--- config.mk ---
export PLATFORM = sky130hd
export DESIGN_NAME = serial_register_port
export DESIGN_NICKNAME = d
export VERILOG_FILES = /design/src/pin_sampler.v /design/src/serial_register_port.v
export VERILOG_INCLUDE_DIRS = /design/src
export SDC_FILE = /design/constraint.sdc
export NUM_CORES = 1
export LEC_CHECK = 0
export ABC_AREA = 0
export BUFFER_PORTS_ARGS = -buffer_cell sky130_fd_sc_hd__buf_2
export CORE_MARGIN = 8
export CORE_UTILIZATION = 60
export DETAILED_ROUTE_END_ITERATION = 12
export GPL_TIMING_DRIVEN = 1
export HOLD_SLACK_MARGIN = 0.1
export PLACE_DENSITY_LB_ADDON = 0.12
export SLEW_MARGIN = 20
export SYNTH_ARGS = -nofsm -noshare
export SYNTH_HDL_FRONTEND = slang
export SYNTH_SLANG_ARGS = --single-unit
--- constraint.sdc ---
create_clock -name clock -period 4.9 [get_ports clock]
set_input_delay 0.245 -clock clock [delete_from_list [all_inputs] [get_ports clock]]
set_output_delay 0.245 -clock clock [all_outputs]
set_load 0.02 [all_outputs]
--- src/serial_register_port_defs.vh ---
// Constants for the two-wire serial register port.
`ifndef SERIAL_REGISTER_PORT_DEFS_VH
`define SERIAL_REGISTER_PORT_DEFS_VH

// ****************************************************************
// Frame layout
// ****************************************************************
`define PREAMBLE_ONES      6'd32
`define OP_BITS_LAST       6'd1
`define ADDR_FIELD_LAST    6'd4
`define TA_BITS_LAST       6'd1
`define DATA_BITS_LAST     6'd15
`define OP_REG_ACCESS      2'b00
`define ADDR_HIGH_RD_BIT   4
`define ADDR_HIGH_MAP_MSB  2

// ****************************************************************
// Register map and reset values
// ****************************************************************
`define LAST_CFG_REG       8'h8d
`define READ_UPPER_BYTE    8'h00
`define BYTE_RESET         8'h00
`define ADDR_RESET         8'h00
`define COUNT_RESET        6'h00

// ****************************************************************
// Management clock limit (controller side)
// ****************************************************************
`define MGMT_CLOCK_MAX_KHZ 5000

`endif

--- src/pin_sampler.v ---
// Two-flop synchroniser for a pin, with rising-edge detection.
`timescale 1ns/1ps

module pin_sampler (
  input  wire clock,
  input  wire nrst,
  input  wire pin,
  output wire level,
  output wire rise
);

  reg meta_reg;
  reg sync_reg;
  reg prev_reg;

  // The first flop feeds only the second one.
  always @(posedge clock) begin
    if (!nrst) begin
      meta_reg <= 1'b0;
      sync_reg <= 1'b0;
      prev_reg <= 1'b0;
    end else begin
      meta_reg <= pin;
      sync_reg <= meta_reg;
      prev_reg <= sync_reg;
    end
  end

  assign level = sync_reg;
  assign rise  = sync_reg & ~prev_reg;

endmodule

--- src/serial_register_port.v ---
// Two-wire serial register port slave giving access to the 8-bit registers.
//
// Function
// A frame is 32 ones, start bits 01, a 2-bit opcode, 5 high and 5 low address bits, a 2-bit turnaround, 16 data bits and idle.
// Opcode 00 with high-address bit 4 set selects a register read.
// Opcode 00 with high-address bit 4 clear selects a register write.
// High-address bit 3 is ignored for register accesses.
// The 8-bit address is the low three high-address bits followed by the five low-address bits.
// Every configuration register from 0 through 141 is reachable.
// Standard management registers 0 to 5 and custom ones 29 and 31 are reached indirectly through this port.
// Each register holds eight bits carried in the low byte of the data field.
// A read returns zeros on the upper eight data bits ahead of the register byte.
// A write ignores the upper eight data bits and stores only the low byte.
// Other frame handling follows ordinary management access: preamble, sampling on the clock and turnaround.
// The controller keeps the management clock at or below 5 MHz; the testbench controller uses 48 ns bits, about 20.8 MHz.
// In a read turnaround the line floats one bit then the device drives zero; all release it at idle.
// A register is updated only after all sixteen data bits of a valid write frame arrive.
`timescale 1ns/1ps
`include "serial_register_port_defs.vh"

module serial_register_port (
  input  wire       clock,
  input  wire       nrst,
  input  wire       mdc,
  input  wire       mdio_in,
  output reg        mdio_out,
  output reg        mdio_oe,
  output reg  [7:0] cfg_addr,
  output reg  [7:0] cfg_wdata,
  output reg        cfg_write,
  output reg        cfg_read,
  input  wire [7:0] cfg_rdata,
  output reg        cfg_range_error
);

  // ****************************************************************
  // States
  // ****************************************************************
  localparam [2:0] ST_IDLE  = 3'd0;
  localparam [2:0] ST_START = 3'd1;
  localparam [2:0] ST_OP    = 3'd2;
  localparam [2:0] ST_ADRH  = 3'd3;
  localparam [2:0] ST_ADRL  = 3'd4;
  localparam [2:0] ST_TA    = 3'd5;
  localparam [2:0] ST_DATA  = 3'd6;

  // ****************************************************************
  // Helpers
  // ****************************************************************
  function in_range;
    input [7:0] addr;
    begin
      // The indirect management registers sit behind configuration
      // registers in this range, so they need no address of their own.
      in_range = (addr <= `LAST_CFG_REG); // see
    end
  endfunction

  // ****************************************************************
  // Pin sampling
  // ****************************************************************
  wire mdc_rise;
  wire mdio_level;

  // Both pins pass the same two flops, so their skew is preserved.
  pin_sampler clk_sampler (
    .clock (clock),
    .nrst  (nrst),
    .pin   (mdc),
    .level (),
    .rise  (mdc_rise)
  );

  pin_sampler data_sampler (
    .clock (clock),
    .nrst  (nrst),
    .pin   (mdio_in),
    .level (mdio_level),
    .rise  ()
  );

  // ****************************************************************
  // Frame state
  // ****************************************************************
  reg [2:0]  state_reg;
  reg [5:0]  count_reg;
  reg [15:0] shift_reg;
  reg [1:0]  op_reg;
  reg [4:0]  addr_high_field_reg;
  reg        is_read_reg;
  reg        is_write_reg;

  wire [15:0] shift_in = {shift_reg[14:0], mdio_level};
  // Bit 3 of the high field never reaches the address.
  wire [7:0]  frame_addr = {addr_high_field_reg[`ADDR_HIGH_MAP_MSB:0],
                            shift_in[4:0]}; // see
  wire        reg_access = (op_reg == `OP_REG_ACCESS);

  always @(posedge clock) begin
    if (!nrst) begin
      state_reg           <= ST_IDLE;
      count_reg           <= `COUNT_RESET;
      shift_reg           <= 16'h0000;
      op_reg              <= 2'b11;
      addr_high_field_reg <= 5'h00;
      is_read_reg         <= 1'b0;
      is_write_reg        <= 1'b0;
      mdio_out            <= 1'b0;
      mdio_oe             <= 1'b0;
      cfg_addr            <= `ADDR_RESET;
      cfg_wdata           <= `BYTE_RESET;
      cfg_write           <= 1'b0;
      cfg_read            <= 1'b0;
      cfg_range_error     <= 1'b0;
    end else begin
      cfg_write       <= 1'b0;
      cfg_read        <= 1'b0;
      cfg_range_error <= 1'b0;
      // Every bit is taken on a rising management clock edge, and the
      // device changes its own drive just after that same edge.
      if (mdc_rise) begin
        case (state_reg)
          ST_IDLE: begin
            if (mdio_level) begin
              if (count_reg != `PREAMBLE_ONES) begin
                count_reg <= count_reg + 6'd1;
              end
            end else if (count_reg == `PREAMBLE_ONES) begin
              state_reg <= ST_START;
            end else begin
              count_reg <= `COUNT_RESET;
            end
          end
          ST_START: begin
            count_reg <= `COUNT_RESET;
            if (mdio_level) begin
              state_reg <= ST_OP;
            end else begin
              state_reg <= ST_IDLE;
            end
          end
          ST_OP: begin
            shift_reg <= shift_in;
            if (count_reg == `OP_BITS_LAST) begin
              op_reg    <= shift_in[1:0];
              count_reg <= `COUNT_RESET;
              state_reg <= ST_ADRH;
            end else begin
              count_reg <= count_reg + 6'd1;
            end
          end
          ST_ADRH: begin
            shift_reg <= shift_in;
            if (count_reg == `ADDR_FIELD_LAST) begin
              addr_high_field_reg <= shift_in[4:0];
              count_reg           <= `COUNT_RESET;
              state_reg           <= ST_ADRL;
            end else begin
              count_reg <= count_reg + 6'd1;
            end
          end
          ST_ADRL: begin
            shift_reg <= shift_in;
            if (count_reg == `ADDR_FIELD_LAST) begin
              count_reg <= `COUNT_RESET;
              state_reg <= ST_TA;
              cfg_addr  <= frame_addr;
              // Other opcodes belong to ordinary management traffic and
              // are passed over here without touching the line.
              is_read_reg  <= reg_access &
                              addr_high_field_reg[`ADDR_HIGH_RD_BIT];
              is_write_reg <= reg_access &
                              ~addr_high_field_reg[`ADDR_HIGH_RD_BIT];
              if (reg_access) begin
                if (!in_range(frame_addr)) begin
                  cfg_range_error <= 1'b1;
                end else if (addr_high_field_reg[`ADDR_HIGH_RD_BIT]) begin
                  cfg_read <= 1'b1;
                end
              end
            end else begin
              count_reg <= count_reg + 6'd1;
            end
          end
          ST_TA: begin
            if (count_reg != `TA_BITS_LAST) begin
              count_reg <= count_reg + 6'd1;
              // First turnaround bit has passed with the line floating.
              if (is_read_reg) begin
                mdio_out <= 1'b0;
                mdio_oe  <= 1'b1;
                if (in_range(cfg_addr)) begin
                  shift_reg <= {`READ_UPPER_BYTE, cfg_rdata};
                end else begin
                  shift_reg <= {`READ_UPPER_BYTE, `BYTE_RESET};
                end
              end
            end else begin
              count_reg <= `COUNT_RESET;
              state_reg <= ST_DATA;
              mdio_out  <= shift_reg[15];
              shift_reg <= {shift_reg[14:0], 1'b0};
            end
          end
          ST_DATA: begin
            // One shifter serves both directions: read bits leave at the
            // top while write bits enter at the bottom.
            shift_reg <= shift_in;
            mdio_out  <= shift_reg[15];
            if (count_reg == `DATA_BITS_LAST) begin
              mdio_oe   <= 1'b0;
              mdio_out  <= 1'b0;
              count_reg <= `COUNT_RESET;
              state_reg <= ST_IDLE;
              if (is_write_reg && in_range(cfg_addr)) begin
                cfg_wdata <= shift_in[7:0];
                cfg_write <= 1'b1; // see
              end
              is_read_reg  <= 1'b0;
              is_write_reg <= 1'b0;
            end else begin
              count_reg <= count_reg + 6'd1;
            end
          end
          default: begin
            state_reg <= ST_IDLE;
            count_reg <= `COUNT_RESET;
            mdio_oe   <= 1'b0;
          end
        endcase
      end
    end
  end

endmodule

After elaboration in Yosys (flattened, before gate mapping)
Index checks and enable logic that the tools add are counted.
{ "classes": {"n_addsub": 1, "n_mul": 0, "div": 0, "order_cmp": 2, "n_eq_ne": 24, "shifts": 0, "mux": 36, "bitwise": 6, "reduce_logical": 22} }
{ "ops": {"columns": ["operator", "n"], "rows": [
  ["$mux 6", 7],
  ["$mux 16", 2],
  ["$pmux 16 s2", 1],
  ["$pmux 6 s5", 1],
  ["$mux 3", 7],
  ["$pmux 3 s7", 1],
  ["$ne 2x2->1 const B", 9],
  ["$reduce_and 3->1", 6],
  ["$le 8x8->1 const B", 2],
  ["$reduce_and 4->1", 3],
  ["$mux 1", 11],
  ["$reduce_and 5->1", 2],
  ["$eq 3x3->1 const B", 3],
  ["$mux 8", 1],
  ["$reduce_and 8->1", 1],
  ["$add 6x1->6 const B", 1],
  ["$eq 3x2->1 const B", 2],
  ["$eq 6x1->1 const B", 1],
  ["$eq 6x3->1 const B", 1],
  ["$eq 6x4->1 const B", 1],
  ["$eq 6x6->1 const B", 1],
  ["$ne 3x3->1 const B", 2],
  ["$ne 6x1->1 const B", 1],
  ["$ne 6x6->1 const B", 1],
  ["other kinds (15)", 23]
]} }
{ "word_totals": {"ff_bits": 60, "latch_bits": 0, "ramBits": 0, "romBits": 0, "inputBits": 12, "out_inout_bits": 21, "memories": 0} }

Longest topological paths before layout
Gate-level depths: netlist (run 1).
{ "depth": {"ltp_word": 5, "mapped_depth": 9, "ltp_nobuf": 7} }

Cells and area by module
A second synthesis (run 1) with hierarchy kept.
{ "hier_totals": {"hier_cells": 309, "hier_area_um2": 2637.5} }
{ "modules_own_cells": {"columns": ["module", "instances", "cells_per_inst", "area_per_inst_um2", "seq_area_each_um2"], "rows": [
  ["serial_register_port", 1, 295, 2452.4, 1081.0],
  ["pin_sampler", 2, 7, 92.6, 60.1]
]} }

Worst setup path before layout (run 1)
OpenSTA, ideal clock, no wires.
{ "synth_path": {"path_type": "reg-to-reg", "from": "reg count_reg[1]", "to": "reg shift_reg[6]", "setup_time_ns": 0.132, "arrival_time_ns": 1.984, "setup_slack_ns": 2.784, "path_stages_with_launch": 10, "cell_sequence": "dfxtp_1 > inv_1 > ha_1 > or3b_4 > buf_6 > o21ba_4 > o32a_4 > buf_6 > a221oi_1 > nor3_1"} }
{ "synth_between": {"elab_chain_cells": 3, "word_cells_on_any_way": 5, "cone_classes": "eq/ne (2); mux (2); reduce/logical (1)"} }
{ "synth_lines": {"columns": ["item", "line_no", "text"], "rows": [
  ["start: declaration", "serial_register_port.v:86", "reg [5:0] count_reg;"],
  ["start signal: assignment", "serial_register_port.v:102", "count_reg <= `COUNT_RESET;"],
  ["start signal: assignment", "serial_register_port.v:126", "count_reg <= count_reg + 6'd1;"],
  ["start signal: assignment", "serial_register_port.v:131", "count_reg <= `COUNT_RESET;"],
  ["$ne 6x1->1 (no line) (*)", null, null],
  ["$ne 3x3->1 (no line) or $mux 16 (tied branches)", null, null],
  ["$reduce_and 3->1 (no line) or $pmux 16 s2 (tied branches)", null, null],
  ["end signal: assignment", "serial_register_port.v:143", "shift_reg <= shift_in;"],
  ["end signal: assignment", "serial_register_port.v:153", "shift_reg <= shift_in;"],
  ["end signal: assignment", "serial_register_port.v:163", "shift_reg <= shift_in;"],
  ["end: declaration", "serial_register_port.v:87", "reg [15:0] shift_reg;"]
]} }
Mark *: on every way between the ends. The rest lies on a longest branch, timed or not.
A chain may end at the register's enable or synchronous reset.

Worst setup path in the final report (run 1)
{ "layout_path": {"from": "reg state_reg[1]", "to": "reg cfg_wdata[4]"} }
{ "layout_between": {"elab_chain_cells": 2} }
{ "layout_lines": {"columns": ["item", "line_no", "text"], "rows": [
  ["start: declaration", "serial_register_port.v:85", "reg [2:0] state_reg;"],
  ["start signal: assignment", "serial_register_port.v:101", "state_reg <= ST_IDLE;"],
  ["start signal: assignment", "serial_register_port.v:129", "state_reg <= ST_START;"],
  ["start signal: assignment", "serial_register_port.v:137", "state_reg <= ST_OP;"],
  ["$eq 3x3->1", "serial_register_port.v:122", "case (state_reg)"],
  ["$reduce_and 4->1 (no line)", null, null],
  ["end signal: assignment", "serial_register_port.v:111", "cfg_wdata <= `BYTE_RESET;"],
  ["end signal: assignment", "serial_register_port.v:216", "cfg_wdata <= shift_in[7:0];"],
  ["end: declaration", "serial_register_port.v:29", "output reg [7:0] cfg_wdata,"]
]} }
Every way passes these cells.

==> summary.md, run 1 <==
| Metric | Value |
|---|---|
| Outcome | finished, final reports clean |
| Fin Hold WS | 0.113 ns |
| CP max stage delay | about 0.81 ns |
| Worst Skew | 0.00958 ns |
| Htree depth | 3 |
| Sequential-to-total area share from yosys stat | 0.435 |
| Lkg Pwr | between 1 and 1.5 nW |
| Post-Syn Nets | 320 |
| Reg area | 0.00118 mm^2 |
| Detail Placement HPWL | just under 4 mm |
| Period utilization | 0.507 |
| Synth Area in XOR/XNOR | 0.00969 |
| ANT nets after route | 0 |
| Remaining DRCs | 0 |
| Largest net degree at the start of global routing | 44 |
| GRT overflow | 0 |
| Cell area after synthesis | 0.00271 mm^2 |
| Cell family with most CP delay | simple AND/OR/NAND/NOR gates |
| Compound-Gate Fraction of Synth Area | 0.152 |
| Initial DRT Pass Iterations | 4 |
| Gate power share | 0.032 |
| Post-synth top area share | 0.435 |
| GPL Wtd Cong | 0.897 |
| I/O pin count | 33 |
| Leading cell types by total area after synthesis | dfxtp_1 (44%), mux2i_1 (9.6%), nor2_1 (6.0%), nand3_1 (3.5%), nand2_1 (3.3%) |
| Multiplexer share of the synthesized area | 0.0959 |
| Initial Utilization | 0.623 |
| Crit path arrival time | roughly 2.7 ns |
| Post-Syn Instances | 305 |
| Initial antenna violation count | 0 |
| Final setup violation count | 0 |
| Rows | 24 |
| Predominant post-synthesis flop cell | dfxtp_1 |
| WL/cell | roughly 15 um |
| Root Driver | clkbuf_8 |
| Max reg flops | 16 |
| Pwr/cell area | 325 mW/mm^2 |
| Switching share of power | 0.219 |
| Ys async rst share | 0 |
| Die W | 83.2 um |
| Gr usage total | 0.176 |
| Area Growth Syn to Fin | 13.1% |
| Clock Latency Late Sink | between 0.3 and 0.4 ns |
| CTS tree | done |
| Cell variety after synth | 51 |
| Bufs and invs on worst path | 0 |
| Sinks on Clock Net | 59 |
| Sequential share of power | 0.486 |
| Total design power | between 0.0009 and 0.001 W |
| Fin. Hold Viols | 0 |
| TritonCTS Buffers | 9 |
| Reg clk slew, reported paths | 0.07 ns |
| Startpoint types | flip-flop |
| Tmin final | 2.49 ns |
| Worst-path fanout max | 19 |
| Total core area | 0.00435 mm^2 |
| Worst IR Drop VDD | 240 uV |
| # nets final | 343 |
| Fraction of layout cells with a size suffix above 1 | 0.174 |
| Internal reg-to-reg setup slack | approximately 2.4 ns |
| Port Buffers | 32 |
| Simple-Gate Fraction of Synth Area | 0.238 |
| Vias per inst | 5.94 |
| Chip Height | between 80 and 90 um |
| Global-route wire length before repair | 10.2 mm |
| Fill count | 348 |
| Setup bufs post-CTS | 0 |
| Die footprint | 0.00693 mm^2 |
| CP max stage cell | dfxtp_1 |
| Post-synth EDFFs | 0 |
| Vias in the first global route | 2141 |
| Worst slew pin tran | 0.755 ns |
| P_sw | roughly 0.00022 W |
| Relative slew margins | 0.496 |
| Crit Path Class | reg -> reg |
| Unrepaired setup endpoints after global routing | no |
| YS warnings | 0 |
| Hold crit path type | in -> reg |
| Cell internal pwr | roughly 0.0008 W |
| Clock power frac | 0.483 |
| Area leader, netlist | dfxtp_1 |
| Largest family of logic cells by synthesized area | simple AND/OR/NAND/NOR gates |
| Final slew viol count | 0 |
| Adder-Cell Fraction of Synth Area | 0.0138 |
| Total wire length | 5.95 mm |
| F_max | 0.402 GHz |
| Worst path cell trace | and3b_1 > nand3_1 > or4_1 > mux2i_1 > nor2_1 |
| Longest Clk Path Bufs | 2 |
| Max-cap violations | 0 |
| Syn avg cell area | between 8 and 9 um^2 |
| Routed vias | 2286 |
| Seq cells post-synth | 59 |
| CP Capture Type | flip-flop |
| Req. time, crit path | roughly 5.1 ns |
| PnR worst setup slack | 2.41 ns |
| Setup TNS | 0 ns |
| Multi-input gate area | 0.00140 mm^2 |
| Iteration-0 DRC count of the detailed router | approximately 190 |
| DP Worst Slack | approximately 2.5 ns |
| Antenna cells | 0 |
per-layer routing:
layer	global-route usage	vias up	wire length, um
met5	0	-	0
met4	0.0831	0	93
met3	0.0664	11	393
met2	0.270	74	2810
met1	0.211	1066	2650
li1	-	1135	-
cell usage after synthesis (2+ instances only):
cell      number
nor2_1        43
nor3b_1        2
dfxtp_1       59
nand4_1        3
o41ai_1        3
o211ai_1       3
nand2_1       24
mux2i_1       26
a221oi_1       9
a21oi_1       15
clkbuf_1      13
nor4_1         3
o31ai_1        3
ha_1           3
nand2b_1       3
and2_1         6
xnor2_1        3
inv_1          5
nand3_1       19
or3_1          3
and3_1         2
buf_2          3
o21ai_0        6
nor2b_1        2
nor3_1        14
buf_6          4
buf_4          2
kinds of logic after synthesis:
kind of cell	Yosys count
buf+inv	29
compound gates	52
xor+xnor	3
simple gates	133
mux	26
flops	59
fa+ha+maj	3
timing repair:
| item | CTS | global route |
|---|---|---|
| gates resized for setup | 0 | 0 |
| hold buffers | 1 | 0 |
| endpoints found under the hold margin | 1 | 0 |
worst reg2reg max path, delay by kind of cell (launching register included):
family,cells,cell delay (ns)
DFF,1,0.81
muxes,1,0.27
and+or+nand+nor,4,1.29
layout by cell type, fill, tap and decap left out, types with 3 or more instances in the layout:
cell and count:
o211ai_1 3, nand4_1 3, o31ai_1 3, xnor2_1 3, nor2_1 43, nor3_1 14, nand2b_1 3, nand3_1 19
inv_1 5, a221oi_1 9, o21ai_0 6, mux2i_1 26, clkbuf_8 9, buf_2 32, a21oi_1 15, o41ai_1 3
or3_1 3, dfxtp_1 59, nand2_1 24, and2_1 6, clkinv_2 3, ha_1 3
metrics by stage:
step            util  instance area, um^2  instances
4_1_cts        0.704                 3070        385
3_3_place_gp   0.650                 2830        368
2_1_floorplan      -                 2710        305
6_report       0.704                 3070        385
5_1_grt        0.704                 3070        385
3_5_place_dp   0.652                 2840        368
cell type report:
cell class	count	share of cell area
Clock buffer	9	0.0404
Sequential cell	59	0.385
Tap cell	52	0.0212
Clock inverter	7	0.0302
Timing Repair Buffer	35	0.0604
Inverter	6	0.00734
Multi-Input combinational cell	217	0.455
path summary, 6_finish.rpt:
path / from / endpoint / cells after the start
setup / recovery: state_reg[1]$_SDFFE_PN0P_ / cfg_wdata[4]$_SDFFE_PN0P_ / 5
hold reg to reg: data_sampler.meta_reg$_SDFF_PN0_ / data_sampler.level$_SDFF_PN0_ / 1
setup reg to reg: state_reg[1]$_SDFFE_PN0P_ / cfg_wdata[4]$_SDFFE_PN0P_ / 5
hold / removal: mdc / clk_sampler.meta_reg$_SDFF_PN0_ / 2
power by group through the flow:
| stage | clock network (W) | logic [W] | registers, W |
|---|---|---|---|
| finish | 0.000481 | 0.0000315 | 0.000484 |
| global route | 0.000513 | 0.0000345 | 0.000484 |
| CTS | 0.000488 | 0.0000315 | 0.000484 |
| detailed placement | 0 | 0.0000308 | 0.000495 |
| global placement | 0 | 0.0000309 | 0.000495 |
| floorplan | 0 | 0.0000223 | 0.000493 |
Power figures use the tool's default switching activity.
==> run 2, diff against run 1 <==
--- a/config.mk
+++ b/config.mk
@@ -9,7 +9,7 @@
 export ABC_AREA = 0
 export BUFFER_PORTS_ARGS = -buffer_cell sky130_fd_sc_hd__buf_2
 export CORE_MARGIN = 8
-export CORE_UTILIZATION = 60
+export CORE_UTILIZATION = 52
 export DETAILED_ROUTE_END_ITERATION = 12
 export GPL_TIMING_DRIVEN = 1
 export HOLD_SLACK_MARGIN = 0.1
==> constraint.sdc (replaced) <==
create_clock -name clock -period 2.1 [get_ports clock]
set_input_delay 0.105 -clock clock [delete_from_list [all_inputs] [get_ports clock]]
set_output_delay 0.105 -clock clock [all_outputs]
set_load 0.02 [all_outputs]
==> run 2 against run 1 <==
  * Global-route usage grew 0.74 points
  * Sequential share of layout area down 6.6 points
  * Critical path type unchanged
  * Register-to-register slack worse by 2.4 ns
  * Fmax up 20%
  * Highest routed layer unchanged
  * Sequential power up 130%
  * Flip-flop and latch count stayed put
  * Core utilization grew 2.7 points
==> summary.md, run 2 (synthesized netlist as in run 1, its figures left out) <==
| Metric | Value |
|---|---|
| Outcome | finished, final reports clean (unchanged) |
| Worst IR Drop VDD | 775 uV (was 240 uV) |
| Final setup violation count | 0 (unchanged) |
| Gate power share | 0.047 (was 0.032) |
| Area Growth Syn to Fin | 36.8% (was 13.1%) |
| Period utilization | 0.984 (was 0.507) |
| Sinks on Clock Net | 59 (unchanged) |
| Largest net degree at the start of global routing | 28 (was 44) |
| Clock Latency Late Sink | 0.34 ns (about the same) |
| GPL Wtd Cong | 0.868 (was 0.897) |
| Htree depth | 3 (unchanged) |
| Worst slew pin tran | 0.552 ns (was 0.755 ns) |
| Remaining DRCs | 0 (unchanged) |
| Vias in the first global route | 2319 (was 2141) |
| Max-cap violations | 0 (unchanged) |
| Unrepaired setup endpoints after global routing | yes (was no) |
| Port Buffers | 32 (unchanged) |
| Total core area | 0.00507 mm^2 (was 0.00435 mm^2) |
| Cell internal pwr | 0.00200 W (was 0.000778 W) |
| Crit Path Class | reg -> reg (unchanged) |
| Root Driver | clkbuf_8 (unchanged) |
| Clock power frac | 0.511 (was 0.483) |
| R2r endpoint | shift_reg[7]$_SDFFE_PN0P_ (was cfg_wdata[4]$_SDFFE_PN0P_) |
| Leading cell types in the layout, fill and taps excluded | dfxtp_1 (57), nor2_1 (39), buf_2 (32), buf_4 (32), mux2i_1 (26) (was dfxtp_1 (59), nor2_1 (43), buf_2 (32)) |
| CP Capture Type | flip-flop (unchanged) |
| Initial Utilization | 0.535 (was 0.623) |
| Final slew viol count | 0 (unchanged) |
| Fin Hold WS | 0.134 ns (was 0.113 ns) |
| TritonCTS Buffers | 9 (unchanged) |
| # nets final | 388 (was 343) |
| ANT nets after route | 0 (unchanged) |
| Hold crit path type | in -> reg (unchanged) |
| Detail Placement HPWL | 4.42 mm (was 3.94 mm) |
| Vias per inst | 5.59 (was 5.94) |
| Chip Height | 88.2 um (was 83.2 um) |
| Initial DRT Pass Iterations | 4 (unchanged) |
| Leading cell type in the layout, fill and taps excluded | dfxtp_1 (unchanged) |
| Crit path arrival time | 2.28 ns (was 2.71 ns) |
| Hold path start | nrst (was mdc) |
| PnR worst setup slack | 0.0338 ns (was 2.41 ns) |
| Internal reg-to-reg setup slack | 0.03 ns (was 2.41 ns) |
| Pwr/cell area | 686 mW/mm^2 (was 325 mW/mm^2) |
| Max reg flops | 16 (unchanged) |
| Worst-path fanout max | 8 (was 19) |
| P_sw | 0.000547 W (was 0.000218 W) |
| Worst Setup SP | count_reg[1]$_SDFFE_PN0P_ (was state_reg[1]$_SDFFE_PN0P_) |
| Switching share of power | 0.215 (was 0.219) |
| DP Worst Slack | -0.122 ns (was 2.45 ns) |
| Relative slew margins | 0.627 (was 0.496) |
| Req. time, crit path | 2.32 ns (was 5.13 ns) |
| FF-to-FF Start | count_reg[1]$_SDFFE_PN0P_ (was state_reg[1]$_SDFFE_PN0P_) |
| Reg clk slew, reported paths | 0.07 ns (about the same) |
| Die footprint | 0.00778 mm^2 (was 0.00693 mm^2) |
| Antenna cells | 0 (unchanged) |
| F_max | 0.484 GHz (was 0.402 GHz) |
| Sequential share of power | 0.443 (was 0.486) |
| CTS tree | done (unchanged) |
| Tmin final | 2.07 ns (was 2.49 ns) |
| Rows | 26 (was 24) |
| Worst hold endpoint | op_reg[0]$_SDFFE_PN1P_ (was clk_sampler.meta_reg$_SDFF_PN0_) |
| Gr usage total | 0.183 (was 0.176) |
| Hold path cells | 2 (unchanged) |
| Longest Clk Path Bufs | 2 (unchanged) |
| Routed vias | 2503 (was 2286) |
| Die W | 88.2 um (was 83.2 um) |
| Fraction of layout cells with a size suffix above 1 | 0.325 (was 0.174) |
| I/O pin count | 33 (unchanged) |
| Initial antenna violation count | 0 (unchanged) |
| Reg2Reg Depth | 8 (was 5) |
| Global-route wire length before repair | 11.0 mm (was 10.2 mm) |
| Fin. Hold Viols | 0 (unchanged) |
| WL/cell | 16.0 um (was 15.4 um) |
| Total wire length | 7.16 mm (was 5.95 mm) |
| Lkg Pwr | 1.50 nW (was 1.21 nW) |
| Startpoint types | flip-flop (unchanged) |
| GRT overflow | 0 (unchanged) |
| Worst Skew | 0.00664 ns (was 0.00958 ns) |
| Iteration-0 DRC count of the detailed router | 229 (was 186) |
==> run 2: how the worst max path moves through the flow <==
stage	slack [ns]	endpoint	cells after the start
2_1_floorplan	0.03	shift_reg[6]$_SDFFE_PN0P_	9
3_3_place_gp	-0.09	count_reg[1]$_SDFFE_PN0P_	9
3_5_place_dp	-0.12	count_reg[0]$_SDFFE_PN0P_	9
4_1_cts	-0.003	shift_reg[7]$_SDFFE_PN0P_	8
5_1_grt	-0.05	cfg_range_error$_SDFF_PN0_	9
6_report	0.03	shift_reg[7]$_SDFFE_PN0P_	8
==> run 2: worst max-delay path: stages (launching register included) <==
cell and delay (ns):
dfxtp_2 0.33, inv_2 0.07, ha_4 0.11, or3b_4 0.39, buf_12 0.14, o21ba_4 0.22
o32a_4 0.39, a221oi_2 0.21, nor3_1 0.07
==> run 2: timing repair <==
item,in CTS,in global routing
setup endpoints to repair,6,22
endpoints found under the hold margin,10,0
gates resized for setup,11,30
pin swaps,3,17
hold buffers,10,0
cloned,0,2
buffers inserted,0,5
==> run 2: routing by layer <==
metal  global-route usage  part of all wire
met4               0.0891             0.018
met1                0.232              0.45
met3               0.0455             0.062
met5                    0                 0
met2                0.284              0.47
==> run 2: area by class of cell <==
class,count,area (um^2)
Inverter,6,22.5
Fill cell,376,1360
Tap cell,70,87.6
Sequential cell,59,1180
Multi-Input combinational cell,218,1580
Timing Repair Buffer,79,588
Clock buffer,10,138
Clock inverter,6,111
==> run 2: power by group through the flow <==
| stage | Sequential (W) | Clock [W] | Combinational [W] |
|---|---|---|---|
| after floorplan | 0.00115 | 0 | 0.0000522 |
| after global placement | 0.00115 | 0 | 0.0000898 |
| after detailed placement | 0.00115 | 0 | 0.0000893 |
| after CTS | 0.00113 | 0.00131 | 0.000107 |
| after global routing | 0.00113 | 0.00136 | 0.000127 |
| final | 0.00113 | 0.00130 | 0.000119 |
==> run 2: stage by stage <==
step	cell area, um^2	util	power [W]	TNS (ns)	instances
2_1_floorplan	2710	-	0.00120	0	305
3_3_place_gp	3100	0.610	0.00124	-0.248	415
3_5_place_dp	3100	0.610	0.00124	-0.385	415
4_1_cts	3480	0.686	0.00254	-0.00329	441
5_1_grt	3710	0.731	0.00261	-0.283	448
6_report	3710	0.731	0.00255	0	448
